===== src/verilog/adcc_map.vh =====
`ifndef ADCC_MAP_VH
`define ADCC_MAP_VH
// ----------------------------------------
// Register byte offsets (printed offsets are not all multiples of four: index * 4)
// ----------------------------------------
`define ADCC_IDX_ISOLATE     8'hae
`define ADCC_IDX_CTRL        8'hb1
`define ADCC_IDX_RES_HI      8'hb2
`define ADCC_IDX_RES_LO      8'hb3
`define ADCC_ADDR_ISOLATE    10'h2b8
`define ADCC_ADDR_CTRL       10'h2c4
`define ADCC_ADDR_RES_HI     10'h2c8
`define ADCC_ADDR_RES_LO     10'h2cc
// ----------------------------------------
// Field positions
// ----------------------------------------
`define ADCC_CTRL_POWER      7
`define ADCC_CTRL_GO         6
`define ADCC_CTRL_DONE       5
`define ADCC_CTRL_GATE       4
`define ADCC_LO_CKS1         6
`define ADCC_LO_CKS0         4
// ----------------------------------------
// Reset values and counts
// ----------------------------------------
`define ADCC_RST_CTRL        8'h00
`define ADCC_RST_ISOLATE     5'h00
`define ADCC_RST_CKS         2'h0
`define ADCC_NUM_CHAN        5
`define ADCC_STEPS           16
`define ADCC_CLK_PER_STEP    4
`define ADCC_CONV_CLKS       (`ADCC_STEPS * `ADCC_CLK_PER_STEP)
`define ADCC_RESP_OKAY       2'h0
`define ADCC_RESP_SLVERR     2'h2
`endif


===== src/verilog/adcc_clkdiv.v =====
`timescale 1ns/1ps
`include "adcc_map.vh"
module adcc_clkdiv (
	// Clock and reset
	input  wire       aclk,
	input  wire       aresetn,
	// Control
	input  wire       run,
	input  wire [1:0] sel,
	// Converter clock enable
	output reg        tick
);
	reg [3:0] cnt_r;
	reg [3:0] lim;

	// Divider limit per selection
	always @* begin
		case (sel)
			2'h0:    lim = 4'hf;
			2'h1:    lim = 4'h7;
			2'h2:    lim = 4'h0;
			2'h3:    lim = 4'h1;
			default: lim = 4'hf;
		endcase
	end

	// Count up to one pulse per divided period
	always @(posedge aclk) begin
		if (!aresetn || !run) begin
			cnt_r <= 4'h0;
			tick  <= 1'b0;
		end else if (cnt_r >= lim) begin
			cnt_r <= 4'h0;
			tick  <= 1'b1;
		end else begin
			cnt_r <= cnt_r + 4'h1;
			tick  <= 1'b0;
		end
	end
endmodule


===== src/verilog/adcc_top.v =====
// Our own choice: register access over AXI4-Lite.
`timescale 1ns/1ps
`include "adcc_map.vh"
module adcc_top (
	// Clock and reset
	input  wire        aclk,
	input  wire        aresetn,
	// AXI4-Lite write address
	input  wire [31:0] s_axi_awaddr,
	input  wire [2:0]  s_axi_awprot,
	input  wire        s_axi_awvalid,
	output wire        s_axi_awready,
	// AXI4-Lite write data
	input  wire [31:0] s_axi_wdata,
	input  wire [3:0]  s_axi_wstrb,
	input  wire        s_axi_wvalid,
	output wire        s_axi_wready,
	// AXI4-Lite write response
	output reg  [1:0]  s_axi_bresp,
	output reg         s_axi_bvalid,
	input  wire        s_axi_bready,
	// AXI4-Lite read address
	input  wire [31:0] s_axi_araddr,
	input  wire [2:0]  s_axi_arprot,
	input  wire        s_axi_arvalid,
	output wire        s_axi_arready,
	// AXI4-Lite read data
	output reg  [31:0] s_axi_rdata,
	output reg  [1:0]  s_axi_rresp,
	output reg         s_axi_rvalid,
	input  wire        s_axi_rready,
	// Analog core
	output reg         core_power,
	output reg  [4:0]  chan_connect,
	output reg  [4:0]  pin_isolate,
	output reg         core_sample,
	output reg         core_step,
	input  wire [11:0] core_result
);
	// ----------------------------------------
	// Registers
	// ----------------------------------------
	reg        power_r;
	reg        go_r;
	reg        done_r;
	reg        gate_r;
	reg [2:0]  sel_r;
	reg [1:0]  cks_r;
	reg [4:0]  iso_r;
	reg [11:0] result_r;
	reg        busy_r;
	reg [5:0]  clk_cnt_r;
	reg        aw_held_r;
	reg [9:0]  aw_addr_r;
	reg        w_held_r;
	reg [31:0] w_data_r;
	reg [3:0]  w_strb_r;

	wire       tick;
	wire       do_write;
	wire [9:0] wr_addr;
	wire       start;
	wire       finish;
	reg  [7:0] ctrl_rd;
	reg  [7:0] lo_rd;

	// Map a word address to whether it is one of our registers
	function mapped;
		input [9:0] a;
		begin
			mapped = (a == `ADCC_ADDR_ISOLATE) || (a == `ADCC_ADDR_CTRL) ||
				(a == `ADCC_ADDR_RES_HI) || (a == `ADCC_ADDR_RES_LO);
		end
	endfunction

	// ----------------------------------------
	// Write channel capture
	// ----------------------------------------
	// Address and data are taken in either order, then the write fires
	assign s_axi_awready = !aw_held_r && !s_axi_bvalid;
	assign s_axi_wready  = !w_held_r && !s_axi_bvalid;
	assign do_write      = aw_held_r && w_held_r && !s_axi_bvalid;
	assign wr_addr       = aw_addr_r;

	always @(posedge aclk) begin
		if (!aresetn) begin
			aw_held_r    <= 1'b0;
			aw_addr_r    <= 10'h000;
			w_held_r     <= 1'b0;
			w_data_r     <= 32'h0000_0000;
			w_strb_r     <= 4'h0;
			s_axi_bvalid <= 1'b0;
			s_axi_bresp  <= `ADCC_RESP_OKAY;
		end else begin
			if (s_axi_awvalid && s_axi_awready) begin
				aw_held_r <= 1'b1;
				aw_addr_r <= {s_axi_awaddr[9:2], 2'b00};
			end
			if (s_axi_wvalid && s_axi_wready) begin
				w_held_r <= 1'b1;
				w_data_r <= s_axi_wdata;
				w_strb_r <= s_axi_wstrb;
			end
			if (do_write) begin
				aw_held_r    <= 1'b0;
				w_held_r     <= 1'b0;
				s_axi_bvalid <= 1'b1;
				s_axi_bresp  <= mapped(wr_addr) ? `ADCC_RESP_OKAY : `ADCC_RESP_SLVERR;
			end else if (s_axi_bvalid && s_axi_bready) begin
				s_axi_bvalid <= 1'b0;
			end
		end
	end

	// ----------------------------------------
	// Conversion control
	// ----------------------------------------
	wire wr_ctrl = do_write && wr_addr == `ADCC_ADDR_CTRL && w_strb_r[0];
	wire wr_lo   = do_write && wr_addr == `ADCC_ADDR_RES_LO && w_strb_r[0];
	wire wr_iso  = do_write && wr_addr == `ADCC_ADDR_ISOLATE && w_strb_r[0];

	// Start needs power and an idle converter
	assign start  = go_r && power_r && !busy_r;
	assign finish = busy_r && tick && clk_cnt_r == `ADCC_CONV_CLKS - 1;

	always @(posedge aclk) begin
		if (!aresetn) begin
			power_r <= 1'b0;
			go_r    <= 1'b0;
			done_r  <= 1'b0;
			gate_r  <= 1'b0;
			sel_r   <= 3'h0;
			cks_r   <= `ADCC_RST_CKS;
			iso_r   <= `ADCC_RST_ISOLATE;
			busy_r  <= 1'b0;
			clk_cnt_r <= 6'h00;
		end else begin
			if (wr_ctrl) begin
				power_r <= w_data_r[`ADCC_CTRL_POWER];
				gate_r  <= w_data_r[`ADCC_CTRL_GATE];
				sel_r   <= w_data_r[2:0];
				go_r    <= w_data_r[`ADCC_CTRL_GO];
				if (w_data_r[`ADCC_CTRL_GO] && !busy_r)
					done_r <= 1'b0;
				else
					done_r <= w_data_r[`ADCC_CTRL_DONE];
			end
			if (wr_lo)
				cks_r <= {w_data_r[`ADCC_LO_CKS1], w_data_r[`ADCC_LO_CKS0]};
			if (wr_iso)
				iso_r <= w_data_r[4:0];
			if (start) begin
				busy_r    <= 1'b1;
				clk_cnt_r <= 6'h00;
				done_r    <= 1'b0;
			end else if (busy_r && !power_r) begin
				busy_r <= 1'b0; // Power loss aborts
				go_r   <= 1'b0;
			end else if (finish) begin
				busy_r <= 1'b0;
				done_r <= 1'b1;
				go_r   <= 1'b0;
			end else if (busy_r && tick) begin
				clk_cnt_r <= clk_cnt_r + 6'h01;
			end
		end
	end

	// Result capture, no reset
	always @(posedge aclk) begin
		if (finish)
			result_r <= core_result;
	end

	// Converter clock enable
	adcc_clkdiv u_div (
		.aclk    (aclk),
		.aresetn (aresetn),
		.run     (busy_r),
		.sel     (cks_r),
		.tick    (tick)
	);

	// ----------------------------------------
	// Analog side outputs
	// ----------------------------------------
	integer i;
	always @(posedge aclk) begin
		if (!aresetn) begin
			core_power   <= 1'b0;
			chan_connect <= 5'h00;
			pin_isolate  <= 5'h00;
			core_sample  <= 1'b0;
			core_step    <= 1'b0;
		end else begin
			core_power  <= power_r;
			pin_isolate <= iso_r;
			core_sample <= start;
			core_step   <= busy_r && tick && clk_cnt_r[1:0] == 2'h3;
			for (i = 0; i < `ADCC_NUM_CHAN; i = i + 1)
				chan_connect[i] <= gate_r && sel_r == i;
		end
	end

	// ----------------------------------------
	// Read channel
	// ----------------------------------------
	always @* begin
		ctrl_rd = {power_r, go_r, done_r, gate_r, 1'b0, sel_r};
		lo_rd   = {1'b0, cks_r[1], 1'b0, cks_r[0], result_r[3:0]};
	end

	assign s_axi_arready = !s_axi_rvalid;

	always @(posedge aclk) begin
		if (!aresetn) begin
			s_axi_rvalid <= 1'b0;
			s_axi_rdata  <= 32'h0000_0000;
			s_axi_rresp  <= `ADCC_RESP_OKAY;
		end else if (s_axi_arvalid && s_axi_arready) begin
			s_axi_rvalid <= 1'b1;
			s_axi_rresp  <= `ADCC_RESP_OKAY;
			case ({s_axi_araddr[9:2], 2'b00})
				`ADCC_ADDR_ISOLATE: s_axi_rdata <= {27'h000_0000, iso_r};
				`ADCC_ADDR_CTRL:    s_axi_rdata <= {24'h00_0000, ctrl_rd};
				`ADCC_ADDR_RES_HI:  s_axi_rdata <= {24'h00_0000, result_r[11:4]};
				`ADCC_ADDR_RES_LO:  s_axi_rdata <= {24'h00_0000, lo_rd};
				default: begin
					s_axi_rdata <= 32'h0000_0000;
					s_axi_rresp <= `ADCC_RESP_SLVERR;
				end
			endcase
		end else if (s_axi_rvalid && s_axi_rready) begin
			s_axi_rvalid <= 1'b0;
		end
	end
endmodule


===== config.mk =====
export PLATFORM = sky130hd
export DESIGN_NAME = adcc_top
export DESIGN_NICKNAME = d
export VERILOG_FILES = /design/src/verilog/adcc_clkdiv.v /design/src/verilog/adcc_top.v
export VERILOG_INCLUDE_DIRS = /design/src /design/src/verilog
export SDC_FILE = /design/constraint.sdc
export NUM_CORES = 1
export LEC_CHECK = 0
export ABC_AREA = 1
export BUFFER_PORTS_ARGS = -buffer_cell sky130_fd_sc_hd__buf_2
export CAP_MARGIN = 20
export CORE_UTILIZATION = 44
export CTS_BUF_LIST = sky130_fd_sc_hd__clkbuf_4 sky130_fd_sc_hd__clkbuf_8
export DETAILED_ROUTE_END_ITERATION = 16
export PLACE_DENSITY_LB_ADDON = 0.15
export SETUP_SLACK_MARGIN = 0.02
export SLEW_MARGIN = 20
export SYNTH_ARGS = -nofsm -noshare
export SYNTH_HDL_FRONTEND = slang
export SYNTH_HIERARCHICAL = 1
export SYNTH_SLANG_ARGS = --single-unit

===== constraint.sdc =====
create_clock -name aclk -period 2.8 [get_ports aclk]
set_clock_uncertainty 0.15 [all_clocks]
set_input_delay 0.7 -clock aclk [delete_from_list [all_inputs] [get_ports aclk]]
set_output_delay 0.7 -clock aclk [all_outputs]
set_load 0.05 [all_outputs]

==> flow_summary.json, run 1 <==
{
  "globalRoute.busiestLayer": "met2",
  "critPathLaunchType": "register",
  "maxClockFrequency_mhz": 485,
  "p_comb_share_pct": 10.8,
  "cp.arrival_ns": 1.21,
  "met2_usage_pct": 29.9,
  "wl_per_cell_um": 11.4,
  "worst_hold_path_stage_count": 2,
  "yosysMostFrequentCell": "sky130_fd_sc_hd__nand2_1",
  "post_synth_most_frequent_cells": "sky130_fd_sc_hd__nand2_1 (74), sky130_fd_sc_hd__dfxtp_1 (70), sky130_fd_sc_hd__inv_1 (55)",
  "post-route-min-period_ns": 2.06,
  "design.portCount": 179,
  "area_of_the_die_um2": 8650,
  "maximum_number_of_pins_on_one_net_before_global_route_repair": 45,
  "max-vdd-ir-drop_mv": 0.236,
  "detail_route.iter0.violations": 77,
  "fin_tns_setup_ns": 0,
  "synthesis.area_per_instance_um2": 8.08,
  "gr-usage-met3_pct": 4.07,
  "yosys.area_share.simple_pct": 23.2,
  "timing.critical_path.buf_inv": 1,
  "power_frac_seq_pct": 50.2,
  "worstSetupEndpoint": "s_axi_awready",
  "post-cts-setup-buffers": 0,
  "yosys_warnings": 6,
  "worst_r2r_path_depth": 4,
  "area_of_the_core_region_um2": 7850,
  "worstMarginPinSlew_ns": 0.640,
  "run_status": "complete, no violations",
  "rr_startpoint": "clk_cnt_r[0]",
  "hp-class": "register to register",
  "cp_launch_point": "s_axi_bvalid",
  "multi_input_combinational_cell_area_um2": 1490,
  "vias_in_the_first_global_route": 2797,
  "drv_cap": 0,
  "cp_slowest_cell": "sky130_fd_sc_hd__dfxtp_1",
  "regToRegSetupSlack_ns": 1.05,
  "timing.critical_path.fanout_max": 5,
  "clock_tree_from_tritoncts": "done",
  "io_buffers": 71,
  "share_of_layout_cells_above_drive_strength_1_pct": 22.1,
  "critical_path_depth": 2,
  "timing_hold_violations_final": 0,
  "number_of_antenna_violations_at_the_first_check_in_global_routing": 0,
  "swShare_pct": 25.1,
  "netlist_instances": 451,
  "synth.yosys.seq_area_share_pct": 48.4,
  "crit_path_max_incr_delay_ns": 0.35,
  "ys_dominant_reg_cell": "sky130_fd_sc_hd__dfxtp_1",
  "p_sw_mw": 0.619,
  "cts_buffer_depth": 2,
  "period_share_pct": 73.7,
  "crit-reg2reg-capture": "result_r[2]",
  "report.final.setup_viol": 0,
  "netlist_top_cells_area": "sky130_fd_sc_hd__dfxtp_1 (38%), sky130_fd_sc_hd__edfxtp_1 (9.9%), sky130_fd_sc_hd__nand2_1 (7.6%)",
  "post_synth_adder_cell_area_pct": 2.06,
  "hold_buffers": 0,
  "die_span_in_y_um": 93.0,
  "flow.area_growth_from_synthesis_pct": 15.1,
  "avgViaCountPerCell": 4.75,
  "sequential_cell_area_um2": 1760,
  "wire_length_of_the_first_global_routing_pass_mm": 12.1,
  "clock_network_power_share_pct": 39.0,
  "synthesis.area_um2": 3640,
  "drt_drc_violations_left": 0,
  "insertedDiodeCount": 0,
  "grt-ovfl-total": 0,
  "cellLeakagePower_nw": 1.95,
  "timing_max_transition_violations_final": 0,
  "ys_types": 38,
  "initial_core_util_pct": 46.4,
  "dp_hpwl_mm": 5.33,
  "worst_setup_path_end_kind": "primary output",
  "ant_nets": 0,
  "synth-xor-area-share_pct": 0.962,
  "crit_path_cell_trace": "nor2_1 > buf_2",
  "power.density_nw_per_um2": 589,
  "synth_compound_area_share_pct": 11.9,
  "final_layout_net_count": 652,
  "crit_type": "register to primary output",
  "fin_total_pwr_mw": 2.47,
  "wl_mm": 7.13,
  "async_flop_share_pct": 0,
  "grtUsageTotal_pct": 17.9,
  "post_cts_resize_count": 0,
  "drt_pass1_iterations": 4,
  "grt_setup_unrepaired": "false",
  "synth.area.mux_share_pct": 0,
  "synth_enable_flop_cells": 12,
  "cp.required_ns": 1.95,
  "clk_latency_ns": 0.35,
  "crit_family": "flip-flops",
  "cts_made_buffers": 9,
  "cts_sinks": 82,
  "timing.slew.headroom_pct": 57.2,
  "p_int_mw": 1.85,
  "clock-root-buffer": "sky130_fd_sc_hd__clkbuf_8",
  "synth-seq-cells": 82,
  "worst_hold_slack_ns": 0.305,
  "main_combinational_cell_family_by_area_after_synthesis": "simple AND/OR/NAND/NOR gates",
  "filler_cell_count": 791,
  "num_vias": 2980,
  "gp_congestion": 0.830,
  "die_x_um": 93.0,
  "cts.clk_slew.worst_paths_ns": 0.08,
  "netlist.area_leader.share_pct": 38.5,
  "globalRouteMet1Util_pct": 21.4,
  "h-tree-depth": 3,
  "std_cell_rows": 32,
  "yosys.area.top_type": "sky130_fd_sc_hd__dfxtp_1"
}
==> how the worst min path moves through the flow <==
| stage | startpoint | to | slack (ns) |
|---|---|---|---|
| 2_1_floorplan | iso_r[0] | pin_isolate[0] | 0.27 |
| 5_1_grt | power_r | core_power | 0.34 |
| 6_report | iso_r[1] | pin_isolate[1] | 0.31 |
| 3_3_place_gp | iso_r[2] | pin_isolate[2] | 0.29 |
| 4_1_cts | iso_r[2] | pin_isolate[2] | 0.31 |
| 3_5_place_dp | iso_r[2] | pin_isolate[2] | 0.30 |
==> per-layer routing <==
layer / vias up / routed length, µm
met2: 100 / 3320
met4: 0 / 170
met3: 13 / 388
li1: 1548 / -
met1: 1319 / 3250
met5: - / 0
==> sequential cells by signal (all words and copies together) (netlist names), 2 cells and up <==
signal        cells
cks_r             2
chan_connect      5
result_r         12
sel_r             3
s_axi_rdata       8
clk_cnt_r         6
aw_addr_r         8
iso_r             5
w_data_r          8
pin_isolate       5
u_div/cnt_r       4
==> per-stage QoR <==
step / utilization [%] / setup slack [ns] / instances / area [µm²]
after floorplan: - / 0.569 / 476 / 3740
after global placement: 50.5 / 0.637 / 612 / 3970
after detailed placement: 50.5 / 0.619 / 612 / 3970
after CTS: 53.4 / 0.705 / 628 / 4190
after global routing: 53.4 / 0.614 / 628 / 4190
final: 53.4 / 0.737 / 628 / 4190
==> area by class of cell <==
class                      instances  share of cell area [%]
clock inverter                     2                    1.43
tap                              102                    3.04
timing repair buffer              73                    8.83
inverter                          58                    5.25
multi-input combinational        297                    35.4
sequential                        82                    42.0
clock buffer                      14                    4.00
==> power groups by stage <==
stage,sequential [mW],clock (mW),combinational (mW)
after detailed placement,1.27,0,0.267
after CTS,1.24,0.987,0.267
after global placement,1.27,0,0.264
after global routing,1.24,1.04,0.293
final,1.24,0.963,0.267
after floorplan,1.28,0,0.225
==> placed cells by master (no fill, tap or decap), types with 2 or more instances in the layout <==
master                      count
sky130_fd_sc_hd__dfxtp_1       70
sky130_fd_sc_hd__nand4_1        2
sky130_fd_sc_hd__inv_1         55
sky130_fd_sc_hd__o21ai_2        2
sky130_fd_sc_hd__nand2_2        5
sky130_fd_sc_hd__a21oi_2        2
sky130_fd_sc_hd__nand3b_1       3
sky130_fd_sc_hd__nand3_1       35
sky130_fd_sc_hd__inv_2          2
sky130_fd_sc_hd__buf_4          2
sky130_fd_sc_hd__a21boi_0       2
sky130_fd_sc_hd__nor2_1        35
sky130_fd_sc_hd__conb_1        26
sky130_fd_sc_hd__bufinv_16      2
sky130_fd_sc_hd__o21ai_0       29
sky130_fd_sc_hd__buf_2         71
sky130_fd_sc_hd__o21ai_1        6
sky130_fd_sc_hd__clkbuf_8      10
sky130_fd_sc_hd__nand3_2        3
sky130_fd_sc_hd__nand2_1       74
sky130_fd_sc_hd__a21oi_1       40
sky130_fd_sc_hd__ha_1           6
sky130_fd_sc_hd__nor3_1         9
sky130_fd_sc_hd__clkbuf_4       4
sky130_fd_sc_hd__edfxtp_1      12
sky130_fd_sc_hd__xor2_1         3
sky130_fd_sc_hd__nor2_2         5
==> worst reg2reg max path, cell delays in order (launching register included) <==
cell                      delay (ns)
sky130_fd_sc_hd__dfxtp_1        0.38
sky130_fd_sc_hd__ha_1           0.25
sky130_fd_sc_hd__nand3_2        0.12
sky130_fd_sc_hd__nor3_1         0.29
sky130_fd_sc_hd__buf_4          0.27
==> kinds of logic (layout without fill, tap and decap cells) <==
group	after synthesis	count (layout)
AND/OR/NAND/NOR	179	179
AO/OA/AOI/OAI	82	82
flip-flops	82	82
other	1	26
adder cells (fa/ha/maj)	6	6
buffers and inverters	97	147
XOR/XNOR	4	4
Power figures use the tool's default switching activity.
==> run 2, diff against run 1 <==
ABC_AREA = 0   (was 1)
CORE_UTILIZATION = 42   (was 44)
clock period = 1.7 ns   (was 2.8 ns; I/O delays follow)
==> flow_summary.json, run 2 <==
{
  "synth_enable_flop_cells": 12,
  "run_status": "complete, but fails checks",
  "post_synth_most_frequent_cells": "sky130_fd_sc_hd__dfxtp_1 (70), sky130_fd_sc_hd__nor2_1 (43), sky130_fd_sc_hd__mux2i_1 (27)",
  "setup_ws_post_layout_ns": -0.0505,
  "synth.area.mux_share_pct": 9.50,
  "synth_compound_area_share_pct": 9.43,
  "crit_path_cell_trace": "or3b_4 > nor4_4 > buf_4 > mux2i_1 > nor3_2",
  "area_of_the_die_um2": 8550,
  "grtUsageTotal_pct": 17.1,
  "flow.area_growth_from_synthesis_pct": 27.0,
  "yosys_warnings": 6,
  "die_x_um": 92.5,
  "netlist_instances": 337,
  "num_vias": 2636,
  "highest-signal-layer": "met4",
  "async_flop_share_pct": 0,
  "timing_hold_violations_final": 0,
  "top_register": "result_r",
  "synthesis.area_per_instance_um2": 10.2,
  "max-vdd-ir-drop_mv": 0.507,
  "initial_core_util_pct": 44.0,
  "yosys.area_share.simple_pct": 18.4,
  "cts_made_buffers": 9,
  "wl_met3_um": 533,
  "maximum_number_of_pins_on_one_net_before_global_route_repair": 16,
  "largest_register_ff_count": 12,
  "drt_drc_violations_left": 0,
  "met2RoutedLength_mm": 3.14,
  "timing_max_transition_violations_final": 0,
  "cts_buffer_depth": 2,
  "cp.required_ns": 1.79,
  "ant_nets": 0,
  "violations_in_the_final_reports": "setup timing",
  "cp_slowest_cell": "sky130_fd_sc_hd__or3b_4",
  "wl_per_cell_um": 12.8,
  "final_layout_net_count": 575,
  "period_share_pct": 103,
  "timing.critical_path.fanout_max": 3,
  "main_combinational_cell_family_by_area_after_synthesis": "simple AND/OR/NAND/NOR gates",
  "clock-root-buffer": "sky130_fd_sc_hd__clkbuf_8",
  "crit_path_max_incr_delay_ns": 0.41,
  "avgViaCountPerCell": 4.78,
  "clk_latency_ns": 0.35,
  "wl_mm": 7.06,
  "synth.yosys.seq_area_share_pct": 51.2,
  "ys_types": 46,
  "wire_length_of_the_first_global_routing_pass_mm": 11.3,
  "area_of_the_core_region_um2": 7810,
  "fin_tns_setup_ns": -0.245,
  "die_span_in_y_um": 92.5,
  "final_common_cell": "sky130_fd_sc_hd__buf_2",
  "post-route-min-period_ns": 1.75,
  "dp_hpwl_mm": 5.10,
  "drv_cap": 0,
  "cts.clk_slew.worst_paths_ns": 0.09,
  "maxClockFrequency_mhz": 571,
  "grt_setup_unrepaired": "true",
  "cp.arrival_ns": 1.84,
  "share_of_layout_cells_above_drive_strength_1_pct": 34.3,
  "grt-ovfl-total": 0,
  "drt_pass1_iterations": 4,
  "netlist.area_leader.share_pct": 40.8,
  "synth-xor-area-share_pct": 1.78,
  "top_library_cells_by_usage_in_the_layout_fill_and_taps_aside": "sky130_fd_sc_hd__buf_2 (68), sky130_fd_sc_hd__dfxtp_1 (63), sky130_fd_sc_hd__nor2_1 (41)",
  "hp-class": "input pin to register",
  "yosys.area.top_type": "sky130_fd_sc_hd__dfxtp_1",
  "number_of_antenna_violations_at_the_first_check_in_global_routing": 0,
  "clock_tree_from_tritoncts": "done",
  "fin_total_pwr_mw": 3.78,
  "h-tree-depth": 3,
  "synthesis.area_um2": 3440,
  "cts_sinks": 82,
  "critPathLaunchType": "register",
  "gp_congestion": 0.796,
  "yosysMostFrequentCell": "sky130_fd_sc_hd__dfxtp_1",
  "detail_route.iter0.violations": 83,
  "insertedDiodeCount": 0,
  "netlist_top_cells_area": "sky130_fd_sc_hd__dfxtp_1 (41%), sky130_fd_sc_hd__edfxtp_1 (10%), sky130_fd_sc_hd__mux2i_1 (7.9%)",
  "worst_setup_path_end_kind": "register",
  "ys_dominant_reg_cell": "sky130_fd_sc_hd__dfxtp_1",
  "post_synth_adder_cell_area_pct": 2.18,
  "std_cell_rows": 32,
  "power.density_nw_per_um2": 866,
  "cellLeakagePower_nw": 1.92,
  "io_buffers": 71,
  "synth-seq-cells": 82,
  "design.portCount": 179,
  "route.layer.met1.wl_mm": 3.26,
  "crit_type": "register to register",
  "vias_in_the_first_global_route": 2450,
  "report.final.setup_viol": 9
}
[run 2: cell count changes after synthesis, moves of 12 or more]
cell,delta
sky130_fd_sc_hd__nand2_1,-52
sky130_fd_sc_hd__inv_1,-51
sky130_fd_sc_hd__a21oi_1,-36
sky130_fd_sc_hd__nand3_1,-29
sky130_fd_sc_hd__mux2i_1,+27
sky130_fd_sc_hd__o21ai_0,-13
sky130_fd_sc_hd__a22o_1,+12
[run 2: cell type report]
| class | count | area [µm²] |
|---|---|---|
| fill | 721 | 3440 |
| sequential | 82 | 1770 |
| multi-input combinational | 239 | 1600 |
| timing repair buffer | 108 | 676 |
| tap | 102 | 128 |
| clock buffer | 9 | 124 |
| clock inverter | 7 | 51.3 |
| inverter | 4 | 15.0 |
[run 2: logic make-up (layout without fill, tap and decap cells)]
logic type	after synthesis	after routing
mux	32	32
xor+xnor	7	7
other cells	1	26
simple gates	121	121
buf+inv	41	128
flops	82	82
fa+ha+maj	6	6
compound gates	47	47
[run 2: power breakdown]
group	total, mW	internal, mW	leakage (nW)	switching [mW]
combinational	0.484	0.170	1.16	0.314
sequential	2.03	2.00	0.679	0.0262
clock	1.27	0.540	0.0864	0.727
total	3.78	2.71	1.92	1.07
[run 2: through the flow]
stage	hold WS (ns)	std cells	utilization [%]	setup WS (ns)	instance area [µm²]
floorplan	0.285	362	-	-0.146	3560
global placement	0.286	529	51.9	-0.0609	4050
CTS	0.0828	545	54.7	-0.0782	4270
detailed placement	0.291	529	51.9	-0.0676	4050
finish	0.102	551	55.9	-0.0505	4370
global route	0.0746	551	55.9	-0.160	4370
[run 2: timing repair]
action | 4_1_cts | 5_1_grt
resized for setup | 15 | 11
hold endpoints to repair | 0 | 0
buffers inserted | 0 | 6
hold buffers | 0 | 0
endpoints found under the setup margin | 17 | 17
pin swaps | 1 | 3
[run 2: layer usage]
metal | track usage [%] | vias up
li1 | - | 1344
met5 | 0 | -
met3 | 6.32 | 11
met1 | 21.1 | 1192
met4 | 6.90 | 0
met2 | 26.9 | 89
[run 2: final timing paths]
| kind | startpoint | to | slack, ns | depth (start not counted) |
|---|---|---|---|---|
| worst max-delay path | aw_addr_r[5] | go_r | -0.05 | 5 |
| worst min-delay path | core_result[4] | result_r[4] | 0.10 | 1 |
| worst max register to register | aw_addr_r[5] | go_r | -0.05 | 5 |
| worst min register to register | s_axi_rdata[2] | s_axi_rdata[2] | 0.31 | 2 |
[run 2: worst max-delay path, delay by kind of cell, from the launching register on]
kind	cells	cell delay (ns)
buffers and inverters	1	0.19
flip-flops	1	0.33
multiplexers	1	0.21
AND/OR/NAND/NOR	3	0.76
